--- src/verilog/battery_flags_consts.vh ---
`ifndef BATTERY_FLAGS_CONSTS_VH
`define BATTERY_FLAGS_CONSTS_VH
// ==========================================================
// register word offsets (byte addresses)
`define OFS_BATT_STATUS   4'h0
`define OFS_ALARM_STATUS  4'h4
`define OFS_ALARM_MASK    4'h8
`define OFS_CONTROL       4'hc
// ==========================================================
// battery status field positions
`define BS_NORMAL   15
`define BS_ALERT    13
`define BS_FAULT    12
`define BS_SEC_HI   11
`define BS_SEC_LO   10
`define BS_AUTO     8
`define BS_FULLRST  7
`define BS_CFGEDIT  5
`define BS_PIN      4
`define BS_CHG      3
`define BS_DSG      2
`define BS_CHGDET   1
// ==========================================================
// alarm field positions and writable mask
`define AL_PFAULT   15
`define AL_SFAULT   14
`define AL_PALERT   13
`define AL_SALERT   12
`define AL_CHARGE_SWITCH_OFF_LATCH     11
`define AL_DISCHARGE_SWITCH_OFF_LATCH     10
`define AL_LOW_STACK_VOLTAGE_LATCH    9
`define AL_INIT     2
`define AL_CDTOG    1
`define AL_FULLRST  0
`define AL_IMPL     16'hfe07
`define ALARM_MASK_RST 16'hfe07
// ==========================================================
// security state codes
`define SEC_UNINIT  2'h0
`define SEC_FULL    2'h1
`define SEC_LOCKED  2'h3
// control register bits
`define CT_ENTER    0
`define CT_EXIT     1
`define CT_AUTO_WE  2
`define CT_AUTO_VAL 3
`define CT_MANCHG   4
`define CT_MANDSG   5
`endif

--- src/verilog/battery_status_alarm_flags.v ---
// What this block does
// - bit 15 high only in normal mode
// - bit 13 high when enabled alert present
// - bit 12 high when enabled fault present
// - bits 11:10 report current security state
// - locked state refuses configuration access
// - autonomous bit loads option, subcommand changes
// - autonomous off: switches need manual command
// - bit 7 set on reset, cleared exiting edit
// - bit 5 set after enter subcommand done
// - configuration changes only in edit mode
// - bit 4 mirrors alert pin pulled low
// - bit 3 shows charge driver enabled
// - bit 2 shows discharge driver enabled
// - bit 1 shows debounced charger detect
// - any latched alarm drives alert low
// - write one clears only those alarm bits
// - alarm 15 latches on new primary fault while mask bit 15 set
`timescale 1ns/10ps
`include "battery_flags_consts.vh"

module battery_status_alarm_flags (
	input  wire        clk_i,            // 20 MHz clock
	input  wire        rst_i,            // sync reset, active high
	input  wire        cyc_i,            // wishbone cycle
	input  wire        stb_i,            // wishbone strobe
	input  wire        we_i,             // wishbone write
	input  wire [3:0]  adr_i,            // byte address
	input  wire [3:0]  sel_i,            // byte lanes
	input  wire [31:0] dat_i,            // write data
	output reg  [31:0] dat_o,            // read data
	output reg         ack_o,            // wishbone ack
	input  wire        normal_mode_i,    // device in normal mode
	input  wire [1:0]  security_state_field_i, // current security state
	input  wire [7:0]  fault_status_a_i, // enabled primary faults
	input  wire [7:0]  fault_status_b_i, // enabled secondary faults
	input  wire [7:0]  alert_status_a_i, // enabled primary alerts
	input  wire [7:0]  alert_status_b_i, // enabled secondary alerts
	input  wire        auto_option_i,    // stored autonomous option bit
	input  wire        charger_detect_level_i, // debounced detector
	input  wire        charge_block_i,   // condition prevents charge
	input  wire        discharge_block_i, // condition prevents discharge
	input  wire        shutdown_event_i, // low stack voltage pulse
	input  wire        init_done_i,      // init complete pulse
	input  wire        cfg_write_req_i,  // config change request pulse
	input  wire        cfg_read_req_i,   // config read request pulse
	output wire        cfg_write_ok_o,   // config change accepted
	output wire        cfg_read_ok_o,    // config read accepted
	output reg         charge_switch_driver_o,    // charge driver enable
	output reg         discharge_switch_driver_o, // discharge driver enable
	output wire        alert_pin_i_unused_o, // reserved, always low
	output wire        alert_o,          // alert pin drive value (0)
	output wire        alert_oe_n_o,     // low while pulling pin low
	output wire        irq_o             // level interrupt
);

	reg  [15:0] latched_alarm_flags;
	reg  [15:0] alarm_mask;
	reg         autonomous_switch_control;
	reg         config_edit_mode_flag;
	reg         full_reset_flag;
	reg         man_chg;
	reg         man_dsg;
	reg  [7:0]  prev_fault_a;
	reg  [7:0]  prev_fault_b;
	reg  [7:0]  prev_alert_a;
	reg  [7:0]  prev_alert_b;
	reg         prev_cdet;
	reg         prev_chg_on;
	reg         prev_dsg_on;
	wire [15:0] battery_status_flags;
	wire [15:0] alarm_set;
	wire [15:0] clr_bits;
	wire        req;
	wire        wr;
	wire        alert_pending_flag;
	wire        fault_pending;
	wire        locked;

	// lane-aware low half of write data
	function [15:0] lanes;
		input [31:0] d;
		input [3:0]  s;
		begin
			lanes = {d[15:8] & {8{s[1]}}, d[7:0] & {8{s[0]}}};
		end
	endfunction

	// ==========================================================
	// bus decode
	assign req = cyc_i & stb_i & ~ack_o;
	assign wr  = req & we_i;

	assign locked = (security_state_field_i == `SEC_LOCKED);
	assign cfg_write_ok_o = cfg_write_req_i & config_edit_mode_flag & ~locked;
	assign cfg_read_ok_o  = cfg_read_req_i & ~locked;

	// ==========================================================
	// status summary
	// alert and fault summary
	assign alert_pending_flag = |{alert_status_a_i, alert_status_b_i};
	assign fault_pending = |{fault_status_a_i, fault_status_b_i};

	assign battery_status_flags = {normal_mode_i, 1'b0, alert_pending_flag, fault_pending,
		security_state_field_i, 1'b0, autonomous_switch_control,
		full_reset_flag, 1'b0, config_edit_mode_flag, ~alert_oe_n_o,
		charge_switch_driver_o, discharge_switch_driver_o,
		charger_detect_level_i, 1'b0};

	// ==========================================================
	// alarm events (fault/alert rising edges, switch-off falling edges, detect toggles, event pulses)
	// primary fault latch
	assign alarm_set[`AL_PFAULT] = |(fault_status_a_i & ~prev_fault_a);
	assign alarm_set[`AL_SFAULT] = |(fault_status_b_i & ~prev_fault_b);
	assign alarm_set[`AL_PALERT] = |(alert_status_a_i & ~prev_alert_a);
	assign alarm_set[`AL_SALERT] = |(alert_status_b_i & ~prev_alert_b);
	assign alarm_set[`AL_CHARGE_SWITCH_OFF_LATCH]   = ~charge_switch_driver_o & prev_chg_on;
	assign alarm_set[`AL_DISCHARGE_SWITCH_OFF_LATCH]   = ~discharge_switch_driver_o & prev_dsg_on;
	assign alarm_set[`AL_LOW_STACK_VOLTAGE_LATCH]  = shutdown_event_i;
	assign alarm_set[8:3]        = 6'h00;
	assign alarm_set[`AL_INIT]   = init_done_i;
	assign alarm_set[`AL_CDTOG]  = charger_detect_level_i ^ prev_cdet;
	assign alarm_set[`AL_FULLRST] = 1'b0;

	assign clr_bits = (wr && adr_i == `OFS_ALARM_STATUS) ? lanes(dat_i, sel_i) : 16'h0000;

	// ==========================================================
	// alarm register, set wins over clear
	always @(posedge clk_i) begin
		if (rst_i) begin
			latched_alarm_flags <= 16'h0001;
		end else begin
			latched_alarm_flags <= ((latched_alarm_flags & ~clr_bits) |
				(alarm_set & alarm_mask)) & `AL_IMPL;
		end
	end

	assign alert_o              = 1'b0;
	assign alert_oe_n_o         = ~|latched_alarm_flags;
	assign alert_pin_i_unused_o = 1'b0;
	assign irq_o                = ~alert_oe_n_o;

	// ==========================================================
	// control state
	always @(posedge clk_i) begin
		if (rst_i) begin
			alarm_mask                <= `ALARM_MASK_RST;
			autonomous_switch_control <= 1'b0;
			config_edit_mode_flag     <= 1'b0;
			full_reset_flag           <= 1'b1;
			man_chg                   <= 1'b0;
			man_dsg                   <= 1'b0;
		end else if (wr && adr_i == `OFS_ALARM_MASK) begin
			alarm_mask <= lanes(dat_i, sel_i) & `AL_IMPL;
		end else if (wr && adr_i == `OFS_CONTROL && sel_i[0]) begin
			man_chg <= dat_i[`CT_MANCHG];
			man_dsg <= dat_i[`CT_MANDSG];
			if (dat_i[`CT_ENTER] && !locked) begin
				config_edit_mode_flag <= 1'b1;
			end else if (dat_i[`CT_EXIT] && config_edit_mode_flag) begin
				config_edit_mode_flag <= 1'b0;
				full_reset_flag <= 1'b0;
				autonomous_switch_control <= auto_option_i;
			end else if (dat_i[`CT_AUTO_WE]) begin
				autonomous_switch_control <= dat_i[`CT_AUTO_VAL];
			end
		end
	end

	// ==========================================================
	// switch drivers and edge history
	always @(posedge clk_i) begin
		if (rst_i) begin
			charge_switch_driver_o    <= 1'b0;
			discharge_switch_driver_o <= 1'b0;
			prev_fault_a              <= 8'h00;
			prev_fault_b              <= 8'h00;
			prev_alert_a              <= 8'h00;
			prev_alert_b              <= 8'h00;
			prev_cdet                 <= 1'b0;
			prev_chg_on               <= 1'b0;
			prev_dsg_on               <= 1'b0;
		end else begin
			charge_switch_driver_o    <= (man_chg | autonomous_switch_control) & ~charge_block_i;
			discharge_switch_driver_o <= (man_dsg | autonomous_switch_control) &
				~discharge_block_i;
			prev_fault_a <= fault_status_a_i;
			prev_fault_b <= fault_status_b_i;
			prev_alert_a <= alert_status_a_i;
			prev_alert_b <= alert_status_b_i;
			prev_cdet    <= charger_detect_level_i;
			prev_chg_on  <= charge_switch_driver_o;
			prev_dsg_on  <= discharge_switch_driver_o;
		end
	end

	// ==========================================================
	// bus answer, one cycle after request
	always @(posedge clk_i) begin
		if (rst_i) begin
			ack_o <= 1'b0;
			dat_o <= 32'h00000000;
		end else begin
			ack_o <= req;
			if (req && !we_i) begin
				case (adr_i)
					`OFS_BATT_STATUS:  dat_o <= {16'h0000, battery_status_flags};
					`OFS_ALARM_STATUS: dat_o <= {16'h0000, latched_alarm_flags};
					`OFS_ALARM_MASK:   dat_o <= {16'h0000, alarm_mask};
					`OFS_CONTROL:      dat_o <= {26'h0000000, man_dsg, man_chg, 4'h0};
					default:           dat_o <= 32'h00000000;
				endcase
			end
		end
	end

endmodule // battery_status_alarm_flags

--- config.mk ---
export PLATFORM = sky130hd
export DESIGN_NAME = battery_status_alarm_flags
export DESIGN_NICKNAME = d
export VERILOG_FILES = /design/src/verilog/battery_status_alarm_flags.v
export VERILOG_INCLUDE_DIRS = /design/src /design/src/verilog
export SDC_FILE = /design/constraint.sdc
export NUM_CORES = 1
export LEC_CHECK = 0
export BUFFER_PORTS_ARGS = -buffer_cell sky130_fd_sc_hd__buf_2
export CAP_MARGIN = 15
export CORE_MARGIN = 10
export CORE_UTILIZATION = 48
export DETAILED_ROUTE_END_ITERATION = 10
export GPL_TIMING_DRIVEN = 0
export PLACE_DENSITY = 0.79
export SYNTH_ARGS = -nofsm -noshare
export SYNTH_HDL_FRONTEND = slang
export SYNTH_SLANG_ARGS = --single-unit
export TNS_END_PERCENT = 1
--- constraint.sdc ---
create_clock -name clk_i -period 2 [get_ports clk_i]
set_input_delay 0.6 -clock clk_i [delete_from_list [all_inputs] [get_ports clk_i]]
set_output_delay 0.6 -clock clk_i [all_outputs]
set_load 0.03 [all_outputs]
Word-level counts from Yosys, hierarchy flattened --
Cells that the tools add are included.
Word-level totals: input bits 88, register bits after elaboration 101, output and inout bits 41, logic and storage cells 88
Cells by class: equal/unequal tests 4, bitwise logic cells 35, muxes and demuxes 6, reductions and logical operators 24
Operators with widths (count):
- one-hot mux 16 bit (4 select lines) | 1
- bitwise AND 8 bit | 6
- OR reduction 16 bit | 3
- bitwise AND 16 bit | 2
- NOT 8 bit | 4
- OR reduction 8 bit | 4
- 2-to-1 mux 16 bit | 1
- NOT 16 bit | 1
- OR 16 bit | 1
- bitwise AND 1 bit | 10
- == test 4 bit (second input constant) | 2
- NOT 1 bit | 8
- AND reduction 4 bit | 2
- logical AND 1 bit | 7
- == test 4 x 3 -> 1 bit (second input constant) | 1
- logical NOT 4 bit | 1
- 2-to-1 mux 1 bit | 4
- nonzero test 2 bit | 2
- logical NOT 1 bit | 3
- AND reduction 3 bit | 1
- == test 2 bit (second input constant) | 1
- OR 1 bit | 2
- AND reduction 2 bit | 1
- bitwise XOR 1 bit | 1

Longest topological paths before layout --
Gate-level depths: netlist (run 1).
depth after elaboration 8, mapped depth 6

Worst setup path before layout (run 1) --
OpenSTA, ideal clock, no wires.
path type flip-flop to output port, start point register latched_alarm_flags[11], end point output port alert_oe_n_o, arrival time 1.210 ns, stages on the path, launching flop included 4, slack 0.190 ns, buffers on the path 0, cell sequence dfxtp_1 nor4_1 nand3_1 inv_1
Between the ends: word-level cells in the longest chain between the ends 2
RTL lines:
- start: declaration | line battery_status_alarm_flags.v:57 | reg [15:0] latched_alarm_flags;
- start signal: assignment | line battery_status_alarm_flags.v:133 | latched_alarm_flags <= ((latched_alarm_flags & ~clr_bits) |
- OR reduction 16 bit | line battery_status_alarm_flags.v:139 | assign alert_oe_n_o = ~|latched_alarm_flags;
- named net irq_o | line battery_status_alarm_flags.v:54 | output wire irq_o
- logical NOT 1 bit | line battery_status_alarm_flags.v:139
- end: declaration | line battery_status_alarm_flags.v:53 | output wire alert_oe_n_o,
The timed path passes the listed nets, and every way through them passes these cells.

Worst setup path in the final report (run 1) --
start point register latched_alarm_flags[10], end point output port alert_oe_n_o
Between the ends: word-level cells in the longest chain between the ends 2
RTL lines (line):
- OR reduction 16 bit | battery_status_alarm_flags.v:139
- logical NOT 1 bit | battery_status_alarm_flags.v:139
Every way passes these cells.

==> metrics.md, run 1 <==
| Metric | Value |
|---|---|
| Status | complete, no violations |
| Detailed Place HPWL | 6940 um |
| Number of synthesized register bits | 78 |
| Placed cells | 556 |
| Met1 Wirelength | 3820 um |
| CP endpoint kind | primary output |
| Worst vdd ir | just over 0.5 mV |
| Final Non-Filler Cells | ~570 |
| Longest Clk Path Bufs | 2 |
| Syn-to-layout area delta | 25.9% |
| Number of hold violations in the final report | 0 |
| Core box area | 0.00646 mm2 |
| Post-Syn Area per Cell | 8.66 um2 |
| Internal power | 2.37 mW |
| Die Ht | 102 um |
| Normalized max-slew margin | between 50% and 60% |
| Slowest cell on crit path | dfxtp_1 |
| Crit-path max FO | 3 |
| Fmax | around 510 MHz |
| Routed wl met2 | 3980 um |
| Main synth FF type | dfxtp_1 |
| Fin crit period | between 1.5 and 2 ns |
| Max_cap viols | 0 |
| Clock Pin Slew Worst Setup and Hold Paths | ~0.080 ns |
| Max-slew violations | 0 |
| Critical path, cell by cell | nor4_2, nand3_2, inv_1, buf_6 |
| CP Launch Type | flip-flop |
| Num CTS Buffers | 9 |
| Post-synth EDFFs | 0 |
| Die W | 102 um |
| Mapped Area | approximately 0.0032 mm2 |
| GP Congestion | ~0.9 |
| GRT overflow | 0 |
| Fin crit share | 98.5% |
| Layout cells sized above 1 | 28.2% |
| IO Port Bufs | 86 |
| Yosys top cell by area | dfxtp_1 |
| Clock network latency to the later pin of the worst-skew pair | 0.34 ns |
| Clk sinks | 78 |
| Post-route ant nets | 0 |
| Pre-Repair DR Iteration Count | 4 |
| Register area share after synthesis | around half |
| Synth Instances | 375 |
| Largest net degree at the start of global routing | 14 |
| Diodes inserted | 0 |
| CP Class | flip-flop to primary output |
| Clock Skews | 0.00638 ns |
| Floorplan row count | 29 |
| Via count | 3,003 |
| Post-route DRC violation count | 0 |
| Area contributors post-synth | dfxtp_1 (48%), nor2_1 (6.8%), buf_4 (5.1%) |
| Vias in the first global route | 3,022 |
| Synth top area share | about half |
| Max Used Layer | met4 |
| Final WL | 8940 um |
| Switching Share | 25.8% |
| WP data arrival | 1.37 ns |
| Count of unique library cells instantiated by Yosys | 41 |
| Core Util, Final | between 60% and 70% |
| P_leak | 1.90 nW |
| CP peak stage delay | 0.36 ns |
| Fraction of registers with async set/reset | 0% |
| Pwr dens | 782 mW/mm2 |
| Drt wl/cell | 15.6 um |
| Required time of the critical path | 1.40 ns |
| Post-DP Area | approximately 0.0038 mm2 |
| Initial antenna violation count | 0 |
| Switching power total | between 0.8 and 0.9 mW |
| Die ar. | roughly 0.010 mm2 |
| Sequential share of power | 51.2% |
| Yosys warns | 0 |
| Vias per cell | 5.24 |
| Gate power share | 12.1% |
| Met3 WL post-DR | 1020 um |
| CTS root buffer | clkbuf_8 |
| Design area | 0.00409 mm2 |
| Post-CTS Hold Buffers | 0 |
| Initial Util | around 50% |
| Final Setup Violations | 0 |
| CTS tree | yes |
| First-pass GRT wire length | 14,100 um |
| Hold WS | approximately 0.4 ns |
| 1st-iter DRT viols | about 130 |
| Slew @ Worst Pin | 0.609 ns |
| IO Count | 129 |
| Clock Power Share | 36.7% |
| GRT Util Overall | 16.9% |
| H-tree depth | 3 |
| Class of the worst hold path | input pin to flip-flop |
| Final #Nets | 580 |
==> through the flow <==
| step | power [mW] | worst slack (ns) | setup TNS, ns |
|---|---|---|---|
| after CTS | 3.21 | 0.0107 | 0 |
| after floorplan | 1.91 | 0.190 | 0 |
| after global placement | 2.04 | 0.110 | 0 |
| after detailed placement | 2.05 | 0.0918 | 0 |
| final | 3.19 | 0.0300 | 0 |
| after global routing | 3.32 | -0.0119 | -0.0119 |
==> repair_timing <==
item	4_1_cts	5_1_grt
pin swaps	1	2
endpoints found under the setup margin	2	2
gates resized for setup	2	5
setup buffers	1	1
==> flip-flops by register name, indices dropped and copies added, names as in the netlist, 8 cells and up <==
name / count
latched_alarm_flags: 10
prev_alert_b: 8
prev_fault_b: 8
prev_fault_a: 8
alarm_mask: 10
prev_alert_a: 8
dat_o: 15
==> critical path: cells and delay by family (launching register included) <==
family / cells / cell delay [ns]
and+or+nand+nor: 2 / 0.44
DFF: 1 / 0.36
buffers and inverters: 2 / 0.22
==> Yosys cell counts (all sizes together), types with 9 or more instances <==
library cell  count
a211o            10
a21oi             9
a22oi            14
buf              30
dfxtp            78
inv              35
nand2            22
nor2             59
nor2b            11
nor4             14
o21ai            17
o22ai            16
==> final cells by class <==
class / count / area, um2
Multi-Input combinational cell: 244 / 1410
Buffer: 36 / 235
Fill cell: 574 / 2370
Clock inverter: 5 / 58.8
Sequential cell: 78 / 1560
Inverter: 35 / 131
Clock buffer: 10 / 138
Tap cell: 77 / 96.3
Timing Repair Buffer: 88 / 452
==> path summary, 6_finish.rpt <==
path / end / cells past startpoint / startpoint / slack (ns)
worst max-delay path: alert_oe_n_o / 4 / latched_alarm_flags[10] / 0.03
worst max register to register: dat_o[2] / 5 / ack_o / 0.51
worst min-delay path: discharge_switch_driver_o / 2 / discharge_block_i / 0.41
worst min register to register: dat_o[4] / 2 / dat_o[4] / 0.47
==> routing by layer <==
| layer | vias up | GRT usage (%) |
|---|---|---|
| li1 | 1483 | - |
| met4 | 0 | 5.97 |
| met5 | - | 0 |
| met2 | 140 | 26.6 |
| met1 | 1366 | 20.6 |
| met3 | 14 | 6.34 |
==> power by group through the flow <==
stage,Clock (mW),Sequential [mW],Combinational [mW]
finish,1.17,1.63,0.386
CTS,1.20,1.63,0.382
global route,1.25,1.64,0.425
global placement,0,1.66,0.372
detailed placement,0,1.67,0.380
floorplan,0,1.67,0.242
==> placed cells by master (no fill, tap or decap), types with 11 or more instances in the layout <==
cell	n
o22ai_1	16
o21ai_0	15
buf_4	24
buf_2	87
nand2_1	22
a22oi_1	14
dfxtp_1	77
inv_1	35
nor2_1	59
nor2b_1	11
nor4_1	12
conb_1	19
==> logic make-up after synthesis <==
family / count (synthesis) / share of synthesized area (%)
buf+inv: 71 / 11.3
flops: 78 / 48.1
mux: 5 / 1.54
simple gates: 137 / 21.4
compound gates: 82 / 17.3
xor+xnor: 1 / 0.270
other cells: 1 / 0.115
No activity file was read; power rests on OpenSTA's default activity.
==> run 2: changes to the inputs <==
--- a/config.mk
+++ b/config.mk
@@ -13,6 +13,7 @@
 export DETAILED_ROUTE_END_ITERATION = 10
 export GPL_TIMING_DRIVEN = 0
 export PLACE_DENSITY = 0.79
+export SETUP_SLACK_MARGIN = 0.05
 export SYNTH_ARGS = -nofsm -noshare
 export SYNTH_HDL_FRONTEND = slang
 export SYNTH_SLANG_ARGS = --single-unit
==> run 2 against run 1 <==
Against the previous run: fmax up 0.26%; total power about the same; sequential power hardly changed; clock skew barely moved; critical path depth decreased by 1; via count about the same; register-to-register slack improved by 0.02 ns; final cell count unchanged; combinational power barely moved; hold slack got worse by 0.0015 ns; die area stayed put; wire length decreased by 0.21%; largest cell class unchanged; highest routed layer unchanged.
==> metrics.md, run 2 (synthesis gave the netlist of run 1 again) <==
| Metric | Value |
|---|---|
| Pwr dens | between 700 and 800 mW/mm2 |
| Number of hold violations in the final report | 0 |
| Fin crit share | 98.2% |
| CTS tree | yes |
| CP Launch Type | flip-flop |
| Vias per cell | 5.24 |
| Detailed Place HPWL | 6940 um |
| Die ar. | 0.0105 mm2 |
| Final #Nets | 580 |
| Hold WS | 0.404 ns |
| 1st-iter DRT viols | ~160 |
| IO Count | 129 |
| Largest net degree at the start of global routing | 14 |
| Largest registers | dat_o (15), alarm_mask (10), latched_alarm_flags (10) |
| Fin crit period | 1.96 ns |
| Post-route DRC violation count | 0 |
| Layout cells sized above 1 | between 20% and 30% |
| GRT overflow | 0 |
| H-tree depth | 3 |
| CP endpoint kind | primary output |
| P_leak | 1.90 nW |
| Vias in the first global route | ~3,000 |
| Slew @ Worst Pin | slightly above 0.6 ns |
| Hold Crit Start | discharge_block_i |
| Die W | 102 um |
| Initial Util | 50.3% |
| Worst vdd ir | 0.514 mV |
| Fillers | roughly 570 |
| Final WL | 8920 um |
| Status | complete, no violations |
| Crit-path max FO | 3 |
| Setup TNS | 0 ns |
| Floorplan row count | 29 |
| Clock Pin Slew Worst Setup and Hold Paths | 0.08 ns |
| Largest Register | dat_o |
| Required time of the critical path | 1.40 ns |
| Source of the worst register-to-register timing path | ack_o |
| Max-slew violations | 0 |
| Core box area | 0.00646 mm2 |
| Beginning of the critical path | latched_alarm_flags[1] |
| Unrepaired setup endpoints after global routing | true |
| Fmax | 509 MHz |
| Clk sinks | 78 |
| Diodes inserted | 0 |
| Clock network latency to the later pin of the worst-skew pair | 0.34 ns |
| CTS root buffer | clkbuf_8 |
| Final Setup Violations | 0 |
| Most common cell after layout, fill and taps aside | buf_2 |
| Initial antenna violation count | 0 |
| Class of the worst hold path | input pin to flip-flop |
| Normalized max-slew margin | 59.5% |
| CP Class | flip-flop to primary output |
| Commonest cells after routing, fill and taps aside | buf_2 (86), dfxtp_1 (76), nor2_1 (59) |
| Die Ht | 102 um |
| Total power | 3.19 mW |
| WP data arrival | 1.36 ns |
| Syn-to-layout area delta | 26.0% |
| Pre-Repair DR Iteration Count | 4 |
| Num CTS Buffers | 9 |
| Via count | 3,000 |
| Max reg flops | 15 |
| IO Port Bufs | 86 |
| GRT Util Overall | 16.9% |
| Max_cap viols | 0 |
| First-pass GRT wire length | 14,100 um |
| Longest Clk Path Bufs | 2 |
| Drt wl/cell | 15.6 um |
| Post-route ant nets | 0 |
| GP Congestion | ~0.9 |
| Clock Skews | 0.00638 ns |
==> run 2: cell counts in the layout (fill, tap and decap cells not counted) <==
No cell type changed its count.
==> run 2: worst paths after layout <==
kind	to	slack, ns	depth (start not counted)
max	irq_o	0.04	3
min	discharge_switch_driver_o	0.40	2
max reg2reg	dat_o[2]	0.53	5
min reg2reg	latched_alarm_flags[10]	0.47	2
==> run 2: cell type report <==
class / count / area (um2) / share of cell area (%)
tap: 77 / 96.3 / 2.36
sequential: 78 / 1560 / 38.2
buffer: 36 / 235 / 5.75
multi-input combinational: 244 / 1410 / 34.5
inverter: 35 / 131 / 3.21
timing repair buffer: 88 / 454 / 11.1
clock inverter: 5 / 58.8 / 1.44
clock buffer: 10 / 138 / 3.36
==> run 2: critical path, cell delays in order, from the launching register on <==
cell and delay [ns]:
dfxtp_2 0.35, nor4_4 0.30, nand3_2 0.16, buf_4 0.21
==> run 2: per-stage QoR <==
stage	area [um2]	util [%]	std cells	setup WS (ns)
floorplan	3310	-	393	0.190
CTS	4060	62.8	572	0.0240
detailed placement	3840	59.5	556	0.0918
finish	4090	63.3	573	0.0352
global route	4090	63.3	573	0.00726
global placement	3840	59.5	556	0.110
==> run 2: where the power goes <==
part	internal, mW	switching, mW	leakage, nW
sequential	1.61	0.0284	0.641
combinational	0.158	0.228	1.17
clock	0.606	0.566	0.0948
total	2.37	0.822	1.90
==> run 2: layer usage <==
metal / part of all wire (%) / vias to the layer above / GRT usage (%)
li1: - / 1482 / -
met1: 43 / 1364 / 20.6
met2: 45 / 140 / 26.6
met3: 10 / 14 / 6.34
met4: 1.3 / 0 / 5.97
met5: 0 / - / 0
==> run 2: timing repair <==
| action | CTS | global route |
|---|---|---|
| gates resized for setup | 4 | 7 |
| hold buffers | 0 | 0 |
| pin swaps | 3 | 2 |
| hold endpoints to repair | 0 | 0 |
| cloned | 0 | 0 |
| setup buffers | 1 | 1 |
| setup endpoints to repair | 2 | 2 |
